==> config.mk <==
export PLATFORM = sky130hd
export DESIGN_NAME = channel_capability_report
export DESIGN_NICKNAME = d
export VERILOG_FILES = /design/src/rtl/cap_pkg.sv /design/src/rtl/cap_if.sv /design/src/rtl/channel_capability_report.sv /design/src/rtl/cap_limit.sv
export SDC_FILE = /design/constraint.sdc
export NUM_CORES = 1
export LEC_CHECK = 0
export BUFFER_PORTS_ARGS = -buffer_cell sky130_fd_sc_hd__buf_2
export CAP_MARGIN = 20
export CORE_MARGIN = 1
export CORE_UTILIZATION = 39
export CTS_CLUSTER_SIZE = 10
export DETAILED_ROUTE_END_ITERATION = 8
export PLACE_DENSITY_LB_ADDON = 0.2
export SYNTH_ARGS = -nofsm -noshare
export SYNTH_HDL_FRONTEND = slang
export SYNTH_HIERARCHICAL = 1
export SYNTH_SLANG_ARGS = --single-unit
==> constraint.sdc <==
create_clock -name clock -period 12.1 [get_ports clock]
set_input_delay 1.815 -clock clock [delete_from_list [all_inputs] [get_ports clock]]
set_output_delay 1.815 -clock clock [all_outputs]
set_load 0.1 [all_outputs]
==> src/rtl/cap_pkg.sv <==
// constants for the channel capability report register bank
package cap_pkg;

  // ----------------------------------------------------------------
  // register byte offsets
  // ----------------------------------------------------------------
  localparam logic [7:0] OFS_BUFFER  = 8'h00;
  localparam logic [7:0] OFS_AEN     = 8'h04;
  localparam logic [7:0] OFS_FILTERS = 8'h08;
  localparam logic [7:0] OFS_MODES   = 8'h0c;
  localparam logic [7:0] OFS_STATUS  = 8'h10;

  // ----------------------------------------------------------------
  // field positions
  // ----------------------------------------------------------------
  localparam int POS_VLAN_CNT  = 24;
  localparam int POS_MIXED_CNT = 16;
  localparam int POS_MCAST_CNT = 8;
  localparam int POS_UCAST_CNT = 0;
  localparam int POS_VLAN_MODE = 8;
  localparam int POS_CHAN_CNT  = 0;
  localparam int POS_MODE_ONLY = 0;
  localparam int POS_MODE_MIX  = 1;
  localparam int POS_MODE_ANY  = 2;

  // ----------------------------------------------------------------
  // limits
  // ----------------------------------------------------------------
  localparam logic [7:0] MAX_VLAN_FILTERS = 8'h0f;
  localparam logic [7:0] MAX_MAC_FILTERS  = 8'h08;

  // ----------------------------------------------------------------
  // values after reset
  // ----------------------------------------------------------------
  localparam logic [31:0] RST_BUFFER     = 32'h0000_0000;
  localparam logic [31:0] RST_AEN        = 32'h0000_0000;
  localparam logic [7:0]  RST_VLAN_CNT   = 8'h00;
  localparam logic [7:0]  RST_MIXED_CNT  = 8'h00;
  localparam logic [7:0]  RST_MCAST_CNT  = 8'h00;
  localparam logic [7:0]  RST_UCAST_CNT  = 8'h01;
  localparam logic        RST_MODE_MIX   = 1'b0;
  localparam logic        RST_MODE_ANY   = 1'b0;
  localparam logic [7:0]  RST_CHAN_CNT   = 8'h01;

  // ----------------------------------------------------------------
  // bus answers
  // ----------------------------------------------------------------
  localparam logic [1:0] RESP_OKAY   = 2'b00;
  localparam logic [1:0] RESP_DECERR = 2'b11;

endpackage

==> src/rtl/cap_if.sv <==
// carrier between the register bank and the limit logic
`timescale 1ns/1ps

interface cap_if;

  // requested by software
  logic [7:0] req_vlan;
  logic [7:0] req_mixed;
  logic [7:0] req_mcast;
  logic [7:0] req_ucast;
  logic       req_mode_mix;
  logic       req_mode_any;
  // as reported to the management controller
  logic [7:0] rep_vlan;
  logic [7:0] rep_mixed;
  logic [7:0] rep_mcast;
  logic [7:0] rep_ucast;
  logic [7:0] rep_vlan_mode;

  modport bank  (output req_vlan, req_mixed, req_mcast, req_ucast,
                        req_mode_mix, req_mode_any,
                 input  rep_vlan, rep_mixed, rep_mcast, rep_ucast,
                        rep_vlan_mode);
  modport limit (input  req_vlan, req_mixed, req_mcast, req_ucast,
                        req_mode_mix, req_mode_any,
                 output rep_vlan, rep_mixed, rep_mcast, rep_ucast,
                        rep_vlan_mode);

endinterface

==> src/rtl/channel_capability_report.sv <==
// capability report register bank with an axi4-lite slave
//
// Design decisions made here: the address map and register access over AXI4-Lite.
`timescale 1ns/1ps

module channel_capability_report #(
  parameter int ADDR_W = 8
) (
  // clock and reset
  input  wire logic              clock,
  input  wire logic              reset_n,
  // axi4-lite write address
  input  wire logic [ADDR_W-1:0] s_axi_awaddr,
  input  wire logic              s_axi_awvalid,
  output      logic              s_axi_awready,
  // axi4-lite write data
  input  wire logic [31:0]       s_axi_wdata,
  input  wire logic [3:0]        s_axi_wstrb,
  input  wire logic              s_axi_wvalid,
  output      logic              s_axi_wready,
  // axi4-lite write response
  output      logic [1:0]        s_axi_bresp,
  output      logic              s_axi_bvalid,
  input  wire logic              s_axi_bready,
  // axi4-lite read address
  input  wire logic [ADDR_W-1:0] s_axi_araddr,
  input  wire logic              s_axi_arvalid,
  output      logic              s_axi_arready,
  // axi4-lite read data
  output      logic [31:0]       s_axi_rdata,
  output      logic [1:0]        s_axi_rresp,
  output      logic              s_axi_rvalid,
  input  wire logic              s_axi_rready,
  // reported capability fields
  output      logic [31:0]       buffer_bytes,
  output      logic [31:0]       aen_support,
  output      logic [7:0]        vlan_filter_count,
  output      logic [7:0]        mixed_filter_count,
  output      logic [7:0]        mcast_filter_count,
  output      logic [7:0]        ucast_filter_count,
  output      logic [7:0]        vlan_mode_support,
  output      logic [7:0]        channel_count
);

  // ----------------------------------------------------------------
  // helpers
  // ----------------------------------------------------------------
  function automatic logic [31:0] merge(input logic [31:0] old,
                                        input logic [31:0] data,
                                        input logic [3:0]  strb);
    logic [31:0] res;
    res = old;
    for (int i = 0; i < 4; i++) begin
      if (strb[i]) begin
        res[8*i +: 8] = data[8*i +: 8];
      end
    end
    merge = res;
  endfunction

  function automatic logic [7:0] word_ofs(input logic [ADDR_W-1:0] a);
    word_ofs = {a[7:2], 2'b00};
  endfunction

  function automatic logic mapped(input logic [ADDR_W-1:0] a);
    logic [7:0] o;
    o = word_ofs(a);
    mapped = (o == cap_pkg::OFS_BUFFER)  || (o == cap_pkg::OFS_AEN) ||
             (o == cap_pkg::OFS_FILTERS) || (o == cap_pkg::OFS_MODES) ||
             (o == cap_pkg::OFS_STATUS);
  endfunction

  // ----------------------------------------------------------------
  // storage
  // ----------------------------------------------------------------
  logic [31:0]       buffer_r;
  logic [31:0]       aen_r;
  logic [31:0]       filters_r;
  logic              mode_mix_r;
  logic              mode_any_r;
  logic [7:0]        chan_r;
  logic              aw_held_r;
  logic [ADDR_W-1:0] awaddr_r;
  logic              w_held_r;
  logic [31:0]       wdata_r;
  logic [3:0]        wstrb_r;
  logic              bvalid_r;
  logic [1:0]        bresp_r;
  logic              rvalid_r;
  logic [1:0]        rresp_r;
  logic [31:0]       rdata_r;
  logic [31:0]       rdata_nxt;
  logic              do_write;
  logic [7:0]        wofs;
  logic [31:0]       filters_rep;
  logic [31:0]       modes_rep;
  logic              adjusted;

  cap_if cap ();

  cap_limit u_limit (
    .cap (cap)
  );

  assign cap.req_vlan     = filters_r[cap_pkg::POS_VLAN_CNT  +: 8];
  assign cap.req_mixed    = filters_r[cap_pkg::POS_MIXED_CNT +: 8];
  assign cap.req_mcast    = filters_r[cap_pkg::POS_MCAST_CNT +: 8];
  assign cap.req_ucast    = filters_r[cap_pkg::POS_UCAST_CNT +: 8];
  assign cap.req_mode_mix = mode_mix_r;
  assign cap.req_mode_any = mode_any_r;

  // ----------------------------------------------------------------
  // reported words
  // ----------------------------------------------------------------
  always_comb begin
    filters_rep = 32'h0000_0000;
    filters_rep[cap_pkg::POS_VLAN_CNT  +: 8] = cap.rep_vlan;
    filters_rep[cap_pkg::POS_MIXED_CNT +: 8] = cap.rep_mixed;
    filters_rep[cap_pkg::POS_MCAST_CNT +: 8] = cap.rep_mcast;
    filters_rep[cap_pkg::POS_UCAST_CNT +: 8] = cap.rep_ucast;
    modes_rep = 32'h0000_0000;
    modes_rep[cap_pkg::POS_VLAN_MODE +: 8] = cap.rep_vlan_mode;
    modes_rep[cap_pkg::POS_CHAN_CNT  +: 8] = chan_r;
  end

  // status: software request was trimmed to legal range
  assign adjusted = (filters_rep != filters_r);

  // ----------------------------------------------------------------
  // write channels
  // ----------------------------------------------------------------
  assign s_axi_awready = !aw_held_r;
  assign s_axi_wready  = !w_held_r;
  assign do_write      = aw_held_r && w_held_r && !bvalid_r;
  assign wofs          = word_ofs(awaddr_r);

  always_ff @(posedge clock) begin
    if (!reset_n) begin
      aw_held_r <= 1'b0;
      awaddr_r  <= '0;
    end else if (s_axi_awvalid && !aw_held_r) begin
      aw_held_r <= 1'b1;
      awaddr_r  <= s_axi_awaddr;
    end else if (do_write) begin
      aw_held_r <= 1'b0;
    end
  end

  always_ff @(posedge clock) begin
    if (!reset_n) begin
      w_held_r <= 1'b0;
      wdata_r  <= 32'h0000_0000;
      wstrb_r  <= 4'h0;
    end else if (s_axi_wvalid && !w_held_r) begin
      w_held_r <= 1'b1;
      wdata_r  <= s_axi_wdata;
      wstrb_r  <= s_axi_wstrb;
    end else if (do_write) begin
      w_held_r <= 1'b0;
    end
  end

  always_ff @(posedge clock) begin
    if (!reset_n) begin
      bvalid_r <= 1'b0;
      bresp_r  <= cap_pkg::RESP_OKAY;
    end else if (do_write) begin
      bvalid_r <= 1'b1;
      bresp_r  <= mapped(awaddr_r) ? cap_pkg::RESP_OKAY
                                   : cap_pkg::RESP_DECERR;
    end else if (s_axi_bready) begin
      bvalid_r <= 1'b0;
    end
  end

  assign s_axi_bvalid = bvalid_r;
  assign s_axi_bresp  = bresp_r;

  // ----------------------------------------------------------------
  // capability registers
  // ----------------------------------------------------------------
  always_ff @(posedge clock) begin
    if (!reset_n) begin
      buffer_r <= cap_pkg::RST_BUFFER;
    end else if (do_write && wofs == cap_pkg::OFS_BUFFER) begin
      buffer_r <= merge(buffer_r, wdata_r, wstrb_r);
    end
  end

  always_ff @(posedge clock) begin
    if (!reset_n) begin
      aen_r <= cap_pkg::RST_AEN;
    end else if (do_write && wofs == cap_pkg::OFS_AEN) begin
      aen_r <= merge(aen_r, wdata_r, wstrb_r);
    end
  end

  always_ff @(posedge clock) begin
    if (!reset_n) begin
      filters_r <= {cap_pkg::RST_VLAN_CNT, cap_pkg::RST_MIXED_CNT,
                    cap_pkg::RST_MCAST_CNT, cap_pkg::RST_UCAST_CNT};
    end else if (do_write && wofs == cap_pkg::OFS_FILTERS) begin
      filters_r <= merge(filters_r, wdata_r, wstrb_r);
    end
  end

  always_ff @(posedge clock) begin
    if (!reset_n) begin
      mode_mix_r <= cap_pkg::RST_MODE_MIX;
      mode_any_r <= cap_pkg::RST_MODE_ANY;
      chan_r     <= cap_pkg::RST_CHAN_CNT;
    end else if (do_write && wofs == cap_pkg::OFS_MODES) begin
      if (wstrb_r[1]) begin
        mode_mix_r <= wdata_r[cap_pkg::POS_VLAN_MODE +
                              cap_pkg::POS_MODE_MIX];
        mode_any_r <= wdata_r[cap_pkg::POS_VLAN_MODE +
                              cap_pkg::POS_MODE_ANY];
      end
      if (wstrb_r[0]) begin
        chan_r <= wdata_r[cap_pkg::POS_CHAN_CNT +: 8];
      end
    end
  end

  // ----------------------------------------------------------------
  // read channel
  // ----------------------------------------------------------------
  assign s_axi_arready = !rvalid_r;

  always_comb begin
    rdata_nxt = 32'h0000_0000;
    unique case (word_ofs(s_axi_araddr))
      cap_pkg::OFS_BUFFER:  rdata_nxt = buffer_r;
      cap_pkg::OFS_AEN:     rdata_nxt = aen_r;
      cap_pkg::OFS_FILTERS: rdata_nxt = filters_rep;
      cap_pkg::OFS_MODES:   rdata_nxt = modes_rep;
      cap_pkg::OFS_STATUS:  rdata_nxt = {31'h0000_0000, adjusted};
      default:              rdata_nxt = 32'h0000_0000;
    endcase
  end

  always_ff @(posedge clock) begin
    if (!reset_n) begin
      rvalid_r <= 1'b0;
      rresp_r  <= cap_pkg::RESP_OKAY;
      rdata_r  <= 32'h0000_0000;
    end else if (s_axi_arvalid && !rvalid_r) begin
      rvalid_r <= 1'b1;
      rresp_r  <= mapped(s_axi_araddr) ? cap_pkg::RESP_OKAY
                                       : cap_pkg::RESP_DECERR;
      rdata_r  <= rdata_nxt;
    end else if (s_axi_rready) begin
      rvalid_r <= 1'b0;
    end
  end

  assign s_axi_rvalid = rvalid_r;
  assign s_axi_rresp  = rresp_r;
  assign s_axi_rdata  = rdata_r;

  // ----------------------------------------------------------------
  // capability outputs
  // ----------------------------------------------------------------
  assign buffer_bytes  = buffer_r;
  assign aen_support   = aen_r;
  assign channel_count = chan_r;

  // limited counts pass through a flop so the pins never show the
  // settling of the shared-slot arithmetic
  always_ff @(posedge clock) begin
    if (!reset_n) begin
      vlan_filter_count  <= cap_pkg::RST_VLAN_CNT;
      mixed_filter_count <= cap_pkg::RST_MIXED_CNT;
      mcast_filter_count <= cap_pkg::RST_MCAST_CNT;
      ucast_filter_count <= cap_pkg::RST_UCAST_CNT;
    end else begin
      vlan_filter_count  <= cap.rep_vlan;
      mixed_filter_count <= cap.rep_mixed;
      mcast_filter_count <= cap.rep_mcast;
      ucast_filter_count <= cap.rep_ucast;
    end
  end

  always_ff @(posedge clock) begin
    if (!reset_n) begin
      vlan_mode_support <= {5'h00, cap_pkg::RST_MODE_ANY,
                            cap_pkg::RST_MODE_MIX, 1'b1};
    end else begin
      vlan_mode_support <= cap.rep_vlan_mode;
    end
  end

endmodule

==> src/rtl/cap_limit.sv <==
// limit logic that brings requested counts and modes into legal range
`timescale 1ns/1ps

module cap_limit (
  // requested and reported values
  cap_if.limit cap
);

  function automatic logic [7:0] min8(input logic [7:0] a,
                                      input logic [7:0] b);
    min8 = (a < b) ? a : b;
  endfunction

  logic [7:0] uc_lim;
  logic [7:0] mx_lim;
  logic [7:0] uc_fix;
  logic [7:0] left;

  // vlan filters never above fifteen
  assign cap.rep_vlan = min8(cap.req_vlan,
                             cap_pkg::MAX_VLAN_FILTERS);

  // unicast first, then mixed, then multicast share the eight slots
  assign uc_lim = min8(cap.req_ucast, cap_pkg::MAX_MAC_FILTERS);
  assign mx_lim = min8(cap.req_mixed,
                       cap_pkg::MAX_MAC_FILTERS - uc_lim);
  // at least one unicast-capable filter always remains
  assign uc_fix = ((uc_lim | mx_lim) == 8'h00) ? 8'h01 : uc_lim;
  assign left   = cap_pkg::MAX_MAC_FILTERS - uc_fix - mx_lim;

  assign cap.rep_ucast = uc_fix;
  assign cap.rep_mixed = mx_lim;
  assign cap.rep_mcast = min8(cap.req_mcast, left);

  // vlan-only always set, upper bits zero
  always_comb begin
    cap.rep_vlan_mode                          = 8'h00;
    cap.rep_vlan_mode[cap_pkg::POS_MODE_ONLY]  = 1'b1;
    cap.rep_vlan_mode[cap_pkg::POS_MODE_MIX]   = cap.req_mode_mix;
    cap.rep_vlan_mode[cap_pkg::POS_MODE_ANY]   = cap.req_mode_any;
  end

endmodule

# Yosys cells after proc, flatten, opt, wreduce, memory -nomap -nowiden
# Index checks and enable logic that the tools add are counted.
# W data, S select, Z words.
# totals
regBits,230
inputBits,59
out_inout_bits,153
wordCells,106
# classes
n_addsub,3
order_cmp,4
eq_ne,9
n_mux,15
bitwise_logic,1
n_reduce_logical,43
# ops
operator,n
$pmux W32 S5,1
$mux W8,5
$ne A32 B32 Y1,1
$reduce_and A2 Y1,14
$eq A6 B2 Y1 const B,4
$logic_not A8 Y1,2
$lt A8 B4 Y1 const B,2
$lt A8 B8 Y1,2
$sub A4 B8 Y8 const A,2
$eq A6 B1 Y1 const B,2
$eq A6 B3 Y1 const B,2
$logic_not A6 Y1,2
$logic_and A1 B1 Y1,9
$logic_or A1 B1 Y1,8
$or A8 B8 Y8,1
$reduce_bool A2 Y1,4
$sub A8 B8 Y8,1
$mux W1,7
$logic_not A1 Y1,4
$mux W2,2

# Logic depth before layout (Yosys ltp)
# Gate-level depths: netlist (run 1).
# depth
depth_word,14
mapped_depth,34
depth_no_buf,33

# Modules after synthesis
# The synthesis (run 1) kept the hierarchy.
# by_module_without_submodules
module,n_inst,cells_per_inst,area_each_um2,seq_area_each_um2
channel_capability_report,1,905,9052.4,4524.3
cap_limit,1,159,1166.1,0.0

# Worst setup path before layout (run 1)
# Ideal clock, no wire load.
# synth_path
path_kind,register to register
startpoint,reg filters_r[4]
endpoint,"reg rdata_r[0], in the netlist s_axi_rdata[0]"
setup_time_ns,0.121
arrival_ns,6.045
slack_ns,5.933
path_stages_with_launch,34
synth_period_minus_slack_ns,6.167
path_cell_list,dfxtp_1 nor3_2 and2_1 nand2_1 ha_1 xor2_1 inv_1 ha_1 nand3_1 nor2_1 a2111oi_4 buf_2 nand2_1 o21ai_0 ha_1 inv_1 ha_1 inv_1 fa_1 nor2b_1 o31a_1 mux2i_1 nand2_1 xor2_1 ha_1 o21a_1 o21ai_0 a31oi_2 mux2_2 xor2_1 nor4_1 nand4_1 nor2_1 o21ai_0
# synth_between
elab_chain_cells,14
# synth_lines
item,line,text
from (decl),channel_capability_report.sv:78,logic [31:0] filters_r;
from (signal assigned),channel_capability_report.sv:200,"filters_r <= {cap_pkg::RST_VLAN_CNT, cap_pkg::RST_MIXED_CNT,"
from (signal assigned),channel_capability_report.sv:203,"filters_r <= merge(filters_r, wdata_r, wstrb_r);"
$lt A8 B4 Y1,cap_limit.sv:11,min8 = (a < b) ? a : b;
$mux W8 *,cap_limit.sv:11,
$sub A4 B8 Y8 *,cap_limit.sv:26,cap_pkg::MAX_MAC_FILTERS - uc_lim);
$lt A8 B8 Y1,cap_limit.sv:11,
$mux W8 *,cap_limit.sv:11,
named net cap.rep_mixed[1],cap_if.sv:15,logic [7:0] rep_mixed;
$or A8 B8 Y8,cap_limit.sv:28,assign uc_fix = ((uc_lim | mx_lim) == 8'h00) ? 8'h01 : uc_lim;
$logic_not A8 Y1,cap_limit.sv:28,
$mux W8,cap_limit.sv:28,
$sub A4 B8 Y8,cap_limit.sv:29,assign left = cap_pkg::MAX_MAC_FILTERS - uc_fix - mx_lim;
$sub A8 B8 Y8 *,cap_limit.sv:29,
$lt A8 B8 Y1,cap_limit.sv:11,
$mux W8 *,cap_limit.sv:11,
named net cap.rep_mcast[1],cap_if.sv:16,logic [7:0] rep_mcast;
$ne A32 B32 Y1 *,channel_capability_report.sv:127,assign adjusted = (filters_rep != filters_r);
$pmux W32 S5 *,channel_capability_report.sv:232,unique case (word_ofs(s_axi_araddr))
to (signal assigned),channel_capability_report.sv:251,rdata_r <= rdata_nxt;
to (decl),channel_capability_report.sv:91,logic [31:0] rdata_r;
# The timed path passes the listed nets; every way through them passes the cells marked *.
# A chain may end at the register's enable or synchronous reset.

# Final worst setup path (run 1)
# layout_path
startpoint,reg filters_r[4]
endpoint,"reg rdata_r[0], in the netlist s_axi_rdata[0]"
# layout_between
elab_chain_cells,14
# layout_lines
item,line,text
$lt A8 B4 Y1,cap_limit.sv:11,
$mux W8 *,cap_limit.sv:11,
$sub A4 B8 Y8,cap_limit.sv:26,
$lt A8 B8 Y1,cap_limit.sv:11,
$mux W8,cap_limit.sv:11,
$or A8 B8 Y8,cap_limit.sv:28,
$logic_not A8 Y1,cap_limit.sv:28,
$mux W8 *,cap_limit.sv:28,
named net cap.rep_ucast[3],cap_if.sv:17,logic [7:0] rep_ucast;
$sub A4 B8 Y8 *,cap_limit.sv:29,
$sub A8 B8 Y8 *,cap_limit.sv:29,
$lt A8 B8 Y1 *,cap_limit.sv:11,
$mux W8 *,cap_limit.sv:11,
named net cap.rep_mcast[1],cap_if.sv:16,
$ne A32 B32 Y1 *,channel_capability_report.sv:127,
$pmux W32 S5 *,channel_capability_report.sv:232,
# Marked as above.

==> reports/results.txt, run 1 <==
GPL Wtd Cong - 0.895
Crit path DAT - 7.98 ns
Top area cells in the synthesized netlist - dfxtp_1, mux2i_1, nand2_1, a21boi_0, nor2b_1
Slew Viols, Final - 0
Die area - 0.0269 mm²
Initial drt markers - 615
# IOs - 212
Routed WL per cell - 18.0 µm
Setup Fix Bufs, Post-CTS - 0
Design Area, Final - 0.0122 mm²
DR WL met3 - 1520 µm
WL met1 - 13800 µm
Power per cell area - 135 mW/mm²
Top cell type's share of synthesized area - 44.3%
CP max FO - 15
Via density - 4.98
Global-route wire length before repair - 44100 µm
Slew headroom - 27.6%
Pre-CTS WS - 4.63 ns
Post-DP Area - 0.0114 mm²
Asr flop ratio synth - 0%
Final worst path period share - 62.5%
Reg-to-reg slack, setup - 4.54 ns
Least-Margin Pin Slew - 1.08 ns
Antenna cells - 0
Antenna-violating nets left - 0
Min-Delay Path Class - register to register
Total Power - 1.64 mW
Post-route setup slack - 4.54 ns
Synth Cell Area - 0.0102 mm²
Largest net degree at the start of global routing - 101
Leakage - 5.66 nW
Fillcell total - 2487
Via Count - 7896
Setup CP Type - register to register
# setup viols final - 0
HPWL after detailed placement - 20500 µm
Critical Path End - s_axi_rdata[0]$_SDFFE_PN0P_
Cts hold-fix bufs - 0
CP Launch Type - register
Syn avg cell area - 9.60 µm²
DRC Markers - 0
Initial antenna violation count - 0
Overflow after GRT - 0
Fin nets - 1337
Vias in the first global route - 7522
Max frequency - 132 MHz
MaxCap Viol Count - 0
CP startpoint - filters_r[4]$_SDFFE_PN0P_
Outcome - completed
Max rail drop VDD - 0.112 mV
RSZ-0062 raised after global routing - false
Initial Util - 40.1%
Placed instance count - 1550
Width of the die - 164 µm
Share of cells above drive strength 1 - 22.3%
Die height - 164 µm
WL final - 28600 µm
Worst R2R Path Depth - 30
Cts bufs inserted - 27
Clk_skew - 0.00680 ns
Gr usage total - 21.4%
Req. time, crit path - 12.52 ns
Synth Instances - 1064
IO Port Bufs - 207
Post_cts resized - 0
Main synth FF type - dfxtp_1
Core footprint - 0.0255 mm²
CTS clk-pin slew, worst paths - 0.06 ns
DRT Pass-1 Iters - 5
Slowest cell on crit path - a2111oi_4
CTS tree - done
Yosys reg bits - 226
Root Driver - clkbuf_16
Fin Setup TNS - 0 ns
H-tree depth - 1
Min Clock Period, post-route - 7.56 ns
EDFF count, synth - 0
DR top layer - met4
Critical Path End Type - register
Layout area overhead - 19.2%
Sink Count - 226
Cell Count, Final, Fillers Out - 1586
Num rows - 58
Maximum clock path buffer count - 3
Routed length on met2 - 12700 µm
Area leader, netlist - dfxtp_1
Worst r2r dst - s_axi_rdata[0]$_SDFFE_PN0P_
CP peak stage delay - 0.73 ns
Area of the multi-input gates - 0.00525 mm²
Post-synthesis sequential area ratio - 44.3%
FF/Latch Area - 0.00452 mm²
Clk_lat worst skew - 0.53 ns
Synth warnings - 6
Count of cell types in the netlist - 49
Final-report hold violation count - 0
Reg-to-reg startpoint - filters_r[4]$_SDFFE_PN0P_
[layout by cell type (no fill, tap or decap), types with 2 or more instances in the layout]
cell,netlist,final
nand4_2,5,5
clkbuf_1,42,4
ha_1,28,28
nor3_1,2,2
nand4_1,5,5
nand2_1,179,179
nor3b_1,2,2
buf_2,10,206
mux4_2,16,16
nor2_1,12,11
buf_4,20,9
nor3_2,2,2
a21o_1,2,2
a22o_1,31,31
nand2b_1,12,12
a21oi_1,9,9
dfxtp_1,226,226
clkbuf_16,0,27
xor2_1,36,36
clkbuf_8,0,3
and2_1,42,42
mux2_2,2,2
a21boi_0,79,79
conb_1,2,19
o21a_1,4,4
a21boi_1,6,6
o21ai_0,26,26
nor2b_1,70,69
nor4_1,14,14
and3_1,5,5
inv_1,32,32
mux2i_1,87,87
nand3_1,36,36
[cell families (layout without fill, tap and decap cells)]
family / Yosys count / after routing / share of synthesized area [%]
and+or+nand+nor: 392 / 392 / 19.5
DFF: 226 / 226 / 44.3
AOI/OAI and AO/OA: 165 / 165 / 12.0
buffers and inverters: 108 / 283 / 5.04
muxes: 105 / 105 / 12.3
xor gates and xnor gates: 37 / 37 / 3.17
adders and majority gates: 29 / 29 / 3.62
other: 2 / 19 / 0.0735
[power by group]
group          total, mW  leakage (nW)  internal, mW  switching (mW)
Sequential         0.775          1.83         0.757          0.0174
Clock              0.736         0.378         0.438           0.298
Combinational      0.128          3.45        0.0398          0.0884
Total               1.64          5.66          1.23           0.404
[sequential cells by signal (all words and copies together), names as in the netlist, 4 cells and up]
register and flops:
vlan_filter_count 8, buffer_bytes 32, s_axi_rdata 32, wdata_r 32, ucast_filter_count 8, mcast_filter_count 8
wstrb_r 4, mixed_filter_count 8, awaddr_r 6, channel_count 8, aen_support 32, vlan_mode_support 8
filters_r 32
[how the worst min path moves through the flow]
stage | from | end | slack (ns) | cells after the start
after global routing | s_axi_rdata[19]$_SDFFE_PN0P_ | s_axi_rdata[19]$_SDFFE_PN0P_ | 0.49 | 1
after detailed placement | s_axi_rdata[21]$_SDFFE_PN0P_ | s_axi_rdata[21]$_SDFFE_PN0P_ | 0.46 | 1
after global placement | buffer_bytes[15]$_SDFFE_PN0P_ | buffer_bytes[15]$_SDFFE_PN0P_ | 0.46 | 2
after CTS | s_axi_rdata[12]$_SDFFE_PN0P_ | s_axi_rdata[12]$_SDFFE_PN0P_ | 0.48 | 1
after floorplan | filters_r[24]$_SDFFE_PN0P_ | filters_r[24]$_SDFFE_PN0P_ | 0.46 | 2
final | s_axi_rdata[14]$_SDFFE_PN0P_ | s_axi_rdata[14]$_SDFFE_PN0P_ | 0.47 | 1
[per-layer routing]
metal	track usage, %	up-vias
li1	-	3949
met4	5.47	0
met5	0	-
met2	32.8	201
met3	3.71	34
met1	30.9	3712
[cell usage after synthesis, types with 3 or more instances]
| library cell | instances |
|---|---|
| buf_2 | 10 |
| a21boi_1 | 6 |
| nand2b_1 | 12 |
| xor2_1 | 36 |
| and3_1 | 5 |
| inv_1 | 32 |
| nand4_1 | 5 |
| o21a_1 | 4 |
| a22o_1 | 31 |
| nand2_1 | 179 |
| nand4_2 | 5 |
| a21oi_1 | 9 |
| clkbuf_1 | 42 |
| nor2_1 | 12 |
| dfxtp_1 | 226 |
| nor4_1 | 14 |
| mux4_2 | 16 |
| ha_1 | 28 |
| buf_6 | 3 |
| o21ai_0 | 26 |
| and2_1 | 42 |
| mux2i_1 | 87 |
| nand3_1 | 36 |
| a21boi_0 | 79 |
| buf_4 | 20 |
| nor2b_1 | 70 |
[worst max-delay path, delay by kind of cell, from the launching register on]
| kind | cells | cell delay (ns) |
|---|---|---|
| compound gates | 9 | 2.45 |
| simple gates | 8 | 1.68 |
| xor+xnor | 2 | 0.35 |
| mux | 2 | 0.65 |
| buf+inv | 4 | 0.41 |
| fa+ha+maj | 5 | 1.57 |
| flops | 1 | 0.33 |
[area by class of cell]
cell class / count / share of cell area (%)
tap: 330 / 3.39
inverter: 32 / 0.986
sequential: 226 / 37.1
clock buffer: 34 / 6.01
clock inverter: 2 / 0.318
multi-input combinational: 747 / 43.1
timing repair buffer: 215 / 9.02
[per-stage QoR]
stage / hold slack (ns) / utilization [%]
5_1_grt: 0.485 / 47.8
3_3_place_gp: 0.457 / 44.8
4_1_cts: 0.475 / 47.8
3_5_place_dp: 0.459 / 44.8
6_report: 0.471 / 47.8
2_1_floorplan: 0.461 / -
Note: power is estimated with default switching activity, not from simulation.
==> run 2: changes to the inputs <==
- clock period: 12.1 -> 7.1 ns (I/O delays scaled with it)
==> run 2 against run 1 <==
Final cell count grew 0.38%. Largest cell class unchanged. Fmax grew 15%. Die area is the same. Critical path depth grew 3.
==> reports/results.txt, run 2 (same netlist as run 1, synthesis figures left out) <==
Outcome - completed
Slowest cell on crit path - a2111oi_4
Cell Count, Final, Fillers Out - 1592
Gr usage total - 21.5%
Design Area, Final - 0.0122 mm²
Util after Layout - 48.0%
Combinational group share of total power - 8.1%
Cts hold-fix bufs - 0
DRT Pass-1 Iters - 4
WL final - 28700 µm
Most frequent cells in the layout - dfxtp_1, buf_2, nand2_1
Max frequency - 152 MHz
GPL Wtd Cong - 0.886
Clk network pwr share - 43.6%
# setup viols final - 0
MaxCap Viol Count - 0
Commonest non-fill, non-tap cell in the layout - dfxtp_1
Fillcell total - 2487
Critical Path End Type - register
Hold Path Depth - 1
CP peak stage delay - 0.46 ns
CP max FO - 8
Least-Margin Pin Slew - 0.950 ns
Leakage - 5.68 nW
Global-route wire length before repair - 44000 µm
DRC Markers - 0
CTS tree - done
Layout area overhead - 19.7%
Worst r2r dst - s_axi_rdata[0]$_SDFFE_PN0P_
Num rows - 58
Antenna cells - 0
Antenna-violating nets left - 0
Power share of the sequential group - 48.3%
Maximum clock path buffer count - 3
Via Count - 7930
Sw Ratio - 25.0%
Width of the die - 164 µm
Sw Pwr - 0.682 mW
IO Port Bufs - 207
Routed WL per cell - 18.0 µm
Vias in the first global route - 7552
Final worst path period share - 92.8%
Max rail drop VDD - 0.151 mV
Internal power - 2.05 mW
Crit path DAT - 7.00 ns
Setup CP Type - register to register
Initial antenna violation count - 0
Root Driver - clkbuf_16
Pre-CTS WS - 0.321 ns
Slew Viols, Final - 0
Via density - 4.98
Req. time, crit path - 7.51 ns
Final-report hold violation count - 0
Post-DP Area - 0.0114 mm²
Die area - 0.0269 mm²
Hold worst-path end - s_axi_rdata[28]$_SDFFE_PN0P_
Fin nets - 1344
Min-Delay Path Class - register to register
Initial Util - 40.1%
Core footprint - 0.0255 mm²
Reg-to-reg startpoint - filters_r[4]$_SDFFE_PN0P_
Largest net degree at the start of global routing - 100
Die height - 164 µm
HPWL after detailed placement - 20800 µm
CTS clk-pin slew, worst paths - 0.06 ns
# IOs - 212
Area of the multi-input gates - 0.00529 mm²
Share of cells above drive strength 1 - 22.8%
Overflow after GRT - 0
FF/Latch Area - 0.00452 mm²
Worst R2R Path Depth - 33
Post-route setup slack - 0.512 ns
Reg-to-reg slack, setup - 0.51 ns
Sink Count - 226
Hold_sp - s_axi_rdata[28]$_SDFFE_PN0P_
Slew headroom - 36.5%
Cts bufs inserted - 27
Clk_lat worst skew - 0.53 ns
CP Launch Type - register
H-tree depth - 1
Initial drt markers - 575
Power per cell area - 223 mW/mm²
Placed instance count - 1554
Min Clock Period, post-route - 6.59 ns
Clk_skew - 0.0189 ns
run 2: cell count changes in the layout (fill, tap and decap cells not counted), moves of 2 or more:
| cell | change |
|---|---|
| buf_4 | +6 |
| mux2i_1 | -2 |
| mux2i_2 | +2 |
| clkbuf_8 | -2 |
run 2: critical path, delay by kind of cell, from the launching register on:
| family | cells | cell delay [ns] |
|---|---|---|
| compound gates | 7 | 1.36 |
| xor+xnor | 3 | 0.51 |
| fa+ha+maj | 5 | 1.53 |
| buf+inv | 4 | 0.54 |
| flops | 1 | 0.34 |
| mux | 2 | 0.50 |
| simple gates | 12 | 1.66 |
run 2: timing repair:
item | CTS | global route
setup endpoints to repair | 0 | 3
buffers inserted | 0 | 2
gates resized for setup | 0 | 5
run 2: per-layer routing:
layer	wire, µm	vias up	GRT usage, %
met1	13500	3707	30.4
met2	12700	206	33.3
li1	-	3976	-
met4	650	0	5.51
met3	1780	41	4.02
met5	0	-	0
run 2: through the flow:
stage | hold slack, ns | TNS (ns) | total power, mW
floorplan | 0.461 | 0 | 1.51
global placement | 0.458 | 0 | 1.56
detailed placement | 0.459 | 0 | 1.57
CTS | 0.474 | 0 | 2.75
global route | 0.485 | -0.0335 | 2.84
finish | 0.476 | 0 | 2.73
run 2: final cells by class:
type | instances | share of cell area [%]
multi-input combinational | 747 | 43.2
sequential | 226 | 37.0
timing repair buffer | 222 | 9.51
clock buffer | 33 | 5.79
tap | 330 | 3.37
inverter | 32 | 0.982
clock inverter | 2 | 0.143
run 2: worst max-delay path by stage:
stage                              start                     endpoint  depth (start not counted)
5_1_grt        filters_r[4]$_SDFFE_PN0P_  s_axi_rdata[0]$_SDFFE_PN0P_                         32
3_5_place_dp   filters_r[4]$_SDFFE_PN0P_  s_axi_rdata[0]$_SDFFE_PN0P_                         30
6_report       filters_r[4]$_SDFFE_PN0P_  s_axi_rdata[0]$_SDFFE_PN0P_                         33
2_1_floorplan  filters_r[4]$_SDFFE_PN0P_  s_axi_rdata[0]$_SDFFE_PN0P_                         33
3_3_place_gp   filters_r[4]$_SDFFE_PN0P_  s_axi_rdata[0]$_SDFFE_PN0P_                         30
4_1_cts        filters_r[4]$_SDFFE_PN0P_  s_axi_rdata[0]$_SDFFE_PN0P_                         30
run 2: power by group through the flow:
stage | clock network, mW | logic [mW] | registers [mW]
floorplan | 0 | 0.132 | 1.38
global placement | 0 | 0.217 | 1.35
detailed placement | 0 | 0.218 | 1.35
CTS | 1.21 | 0.219 | 1.32
global route | 1.27 | 0.238 | 1.32
finish | 1.19 | 0.221 | 1.32
==> run 3: changes to the inputs <==
- SYNTH_HIERARCHICAL: 1 -> not set
==> run 3 against run 2 <==
Global-route usage is 0.48 points higher. Via count is 3.2% higher. Sequential power is 3% lower. Critical endpoint is now s_axi_rdata[9]$_SDFFE_PN0P_. Largest power group unchanged. Highest routed layer is now met5.
==> reports/results.txt, run 3 <==
Outcome - completed
# setup viols final - 0
Cts bufs inserted - 27
Share of cells above drive strength 1 - 20.4%
Post-synthesis sequential area ratio - 47.0%
Clk_skew - 0.0130 ns
Crit path DAT - 7.05 ns
Root Driver - clkbuf_16
Leakage - 4.94 nW
Least-Margin Pin Slew - 0.941 ns
Count of cell types in the netlist - 59
Via density - 5.12
Fillcell total - 2415
Area leader, netlist - dfxtp_1
Yosys reg bits - 220
Clk_lat worst skew - 0.52 ns
CP max FO - 16
Worst R2R Path Depth - 27
Sink Count - 220
Min Clock Period, post-route - 6.64 ns
Fin Setup TNS - 0 ns
Max rail drop VDD - 0.200 mV
Critical Path End Type - register
Commonest non-fill, non-tap cell in the layout - dfxtp_1
Global-route wire length before repair - 42100 µm
Initial Util - 39.8%
Via Count - 8183
Initial drt markers - 474
MaxCap Viol Count - 0
Die height - 157 µm
# IOs - 212
Core footprint - 0.0235 mm²
Syn avg cell area - 8.64 µm²
Setup Fix Bufs, Post-CTS - 0
Initial antenna violation count - 4
GPL Wtd Cong - 0.830
Maximum clock path buffer count - 3
Hold Slack - 0.466 ns
Overflow after GRT - 0
Post-route setup slack - 0.464 ns
Cts hold-fix bufs - 0
Final-report hold violation count - 0
Top cell type's share of synthesized area - 47.0%
Antenna-violating nets left - 0
Critical Path End - s_axi_rdata[9]$_SDFFE_PN0P_
Most frequent cells in the layout - dfxtp_1, buf_2, nand2_1
Num rows - 56
DRT Pass-1 Iters - 5
Layout area overhead - 21.3%
Max frequency - 151 MHz
CTS clk-pin slew, worst paths - 0.06 ns
Largest net degree at the start of global routing - 111
Top area cells in the synthesized netlist - dfxtp_1, mux2i_1, nand2_1, a21oi_1, nor2_1
Gr usage total - 21.9%
Synth Cell Area - 0.00937 mm²
Die area - 0.0246 mm²
Power per cell area - 238 mW/mm²
HPWL after detailed placement - 19400 µm
RSZ-0062 raised after global routing - false
Vias in the first global route - 7475
Synth Instances - 1084
DRC Markers - 0
Routed WL per cell - 17.3 µm
Synth warnings - 0
Width of the die - 157 µm
Req. time, crit path - 7.51 ns
Most common library cells after synthesis - dfxtp_1, nand2_1, a21oi_1
Fin nets - 1355
IO Port Bufs - 201
Asr flop ratio synth - 0%
Reg-to-reg startpoint - filters_r[4]$_SDFFE_PN0P_
Setup CP Type - register to register
Pre-CTS WS - 0.488 ns
WL final - 27600 µm
Worst r2r dst - s_axi_rdata[9]$_SDFFE_PN0P_
Most common cell in the netlist - dfxtp_1
Min-Delay Path Class - register to register
Reg-to-reg slack, setup - 0.46 ns
H-tree depth - 1
Slew Viols, Final - 0
Main synth FF type - dfxtp_1
Post_cts resized - 0
EDFF count, synth - 0
CP startpoint - filters_r[4]$_SDFFE_PN0P_
Final worst path period share - 93.5%
CTS tree - done
CP Launch Type - register
Slew headroom - 37.3%
[run 3: worst min path at each step]
stage,start,end,depth (start not counted)
after floorplan,filters_r[0]$_SDFFE_PN1P_,filters_r[0]$_SDFFE_PN1P_,2
after global placement,aen_support[1]$_SDFFE_PN0P_,aen_support[1]$_SDFFE_PN0P_,2
after detailed placement,buffer_bytes[21]$_SDFFE_PN0P_,buffer_bytes[21]$_SDFFE_PN0P_,2
after CTS,buffer_bytes[23]$_SDFFE_PN0P_,buffer_bytes[23]$_SDFFE_PN0P_,2
after global routing,s_axi_rdata[17]$_SDFFE_PN0P_,s_axi_rdata[17]$_SDFFE_PN0P_,1
final,buffer_bytes[21]$_SDFFE_PN0P_,buffer_bytes[21]$_SDFFE_PN0P_,2
[run 3: worst max-delay path: stages (launching register included)]
cell and delay, ns:
dfxtp_1 0.34, nor4_4 0.34, and3_1 0.32, inv_1 0.09, ha_1 0.23, nor2_1 0.21, inv_1 0.09, ha_1 0.30
nand3_1 0.09, o221ai_1 0.29, a221oi_4 0.11, buf_4 0.21, a21oi_1 0.40, inv_1 0.09, ha_1 0.29, inv_1 0.04
ha_1 0.22, fa_1 0.42, a211oi_1 0.30, nor2_1 0.10, xnor2_1 0.26, ha_1 0.32, a21o_1 0.17, a21oi_1 0.13
o211ai_1 0.10, a21oi_1 0.47, mux2_2 0.40, a211oi_1 0.22
[run 3: metrics by stage]
| step | total power [mW] | util [%] | area [µm²] | std cells |
|---|---|---|---|---|
| after floorplan | 1.46 | - | 9430 | 1101 |
| after detailed placement | 1.52 | 45.0 | 10600 | 1557 |
| after CTS | 2.72 | 48.2 | 11400 | 1594 |
| after global placement | 1.52 | 45.0 | 10600 | 1557 |
| final | 2.70 | 48.3 | 11400 | 1597 |
| after global routing | 2.80 | 48.2 | 11400 | 1596 |
[run 3: final cells by class]
cell class / count / area, µm² / share of cell area, %
multi-input cells: 776 / 4590 / 40.4
clock buffers: 35 / 736 / 6.48
diodes: 3 / 7.51 / 0.0661
flip-flops and latches: 220 / 4400 / 38.8
clock inverters: 2 / 13.8 / 0.121
well taps: 319 / 399 / 3.51
repair buffers: 212 / 1090 / 9.58
inverters: 30 / 118 / 1.04
[run 3: per-layer routing]
layer | share of wire (%) | wire length, µm | GRT usage [%] | up-vias
met5 | 0.047 | 13 | 0 | -
met3 | 7.0 | 1930 | 4.24 | 27
met2 | 45 | 12300 | 34.2 | 244
met1 | 47 | 13100 | 31.3 | 3853
met4 | 1.1 | 308 | 4.58 | 2
li1 | - | - | - | 4057
[run 3: cells by family after synthesis]
| logic type | synth area share, % |
|---|---|
| flip-flops | 47.0 |
| multiplexers | 10.1 |
| adder cells (fa/ha/maj) | 3.95 |
| XOR/XNOR | 1.74 |
| AND/OR/NAND/NOR | 19.4 |
| other | 0.0802 |
| buffers and inverters | 4.77 |
| AO/OA/AOI/OAI | 12.9 |
[run 3: power breakdown]
| part | total [mW] | leakage (nW) | switching [mW] | internal, mW |
|---|---|---|---|---|
| Combinational | 0.208 | 2.79 | 0.156 | 0.0522 |
| Clock | 1.21 | 0.368 | 0.496 | 0.711 |
| Sequential | 1.28 | 1.78 | 0.0296 | 1.26 |
| Total | 2.70 | 4.94 | 0.682 | 2.02 |
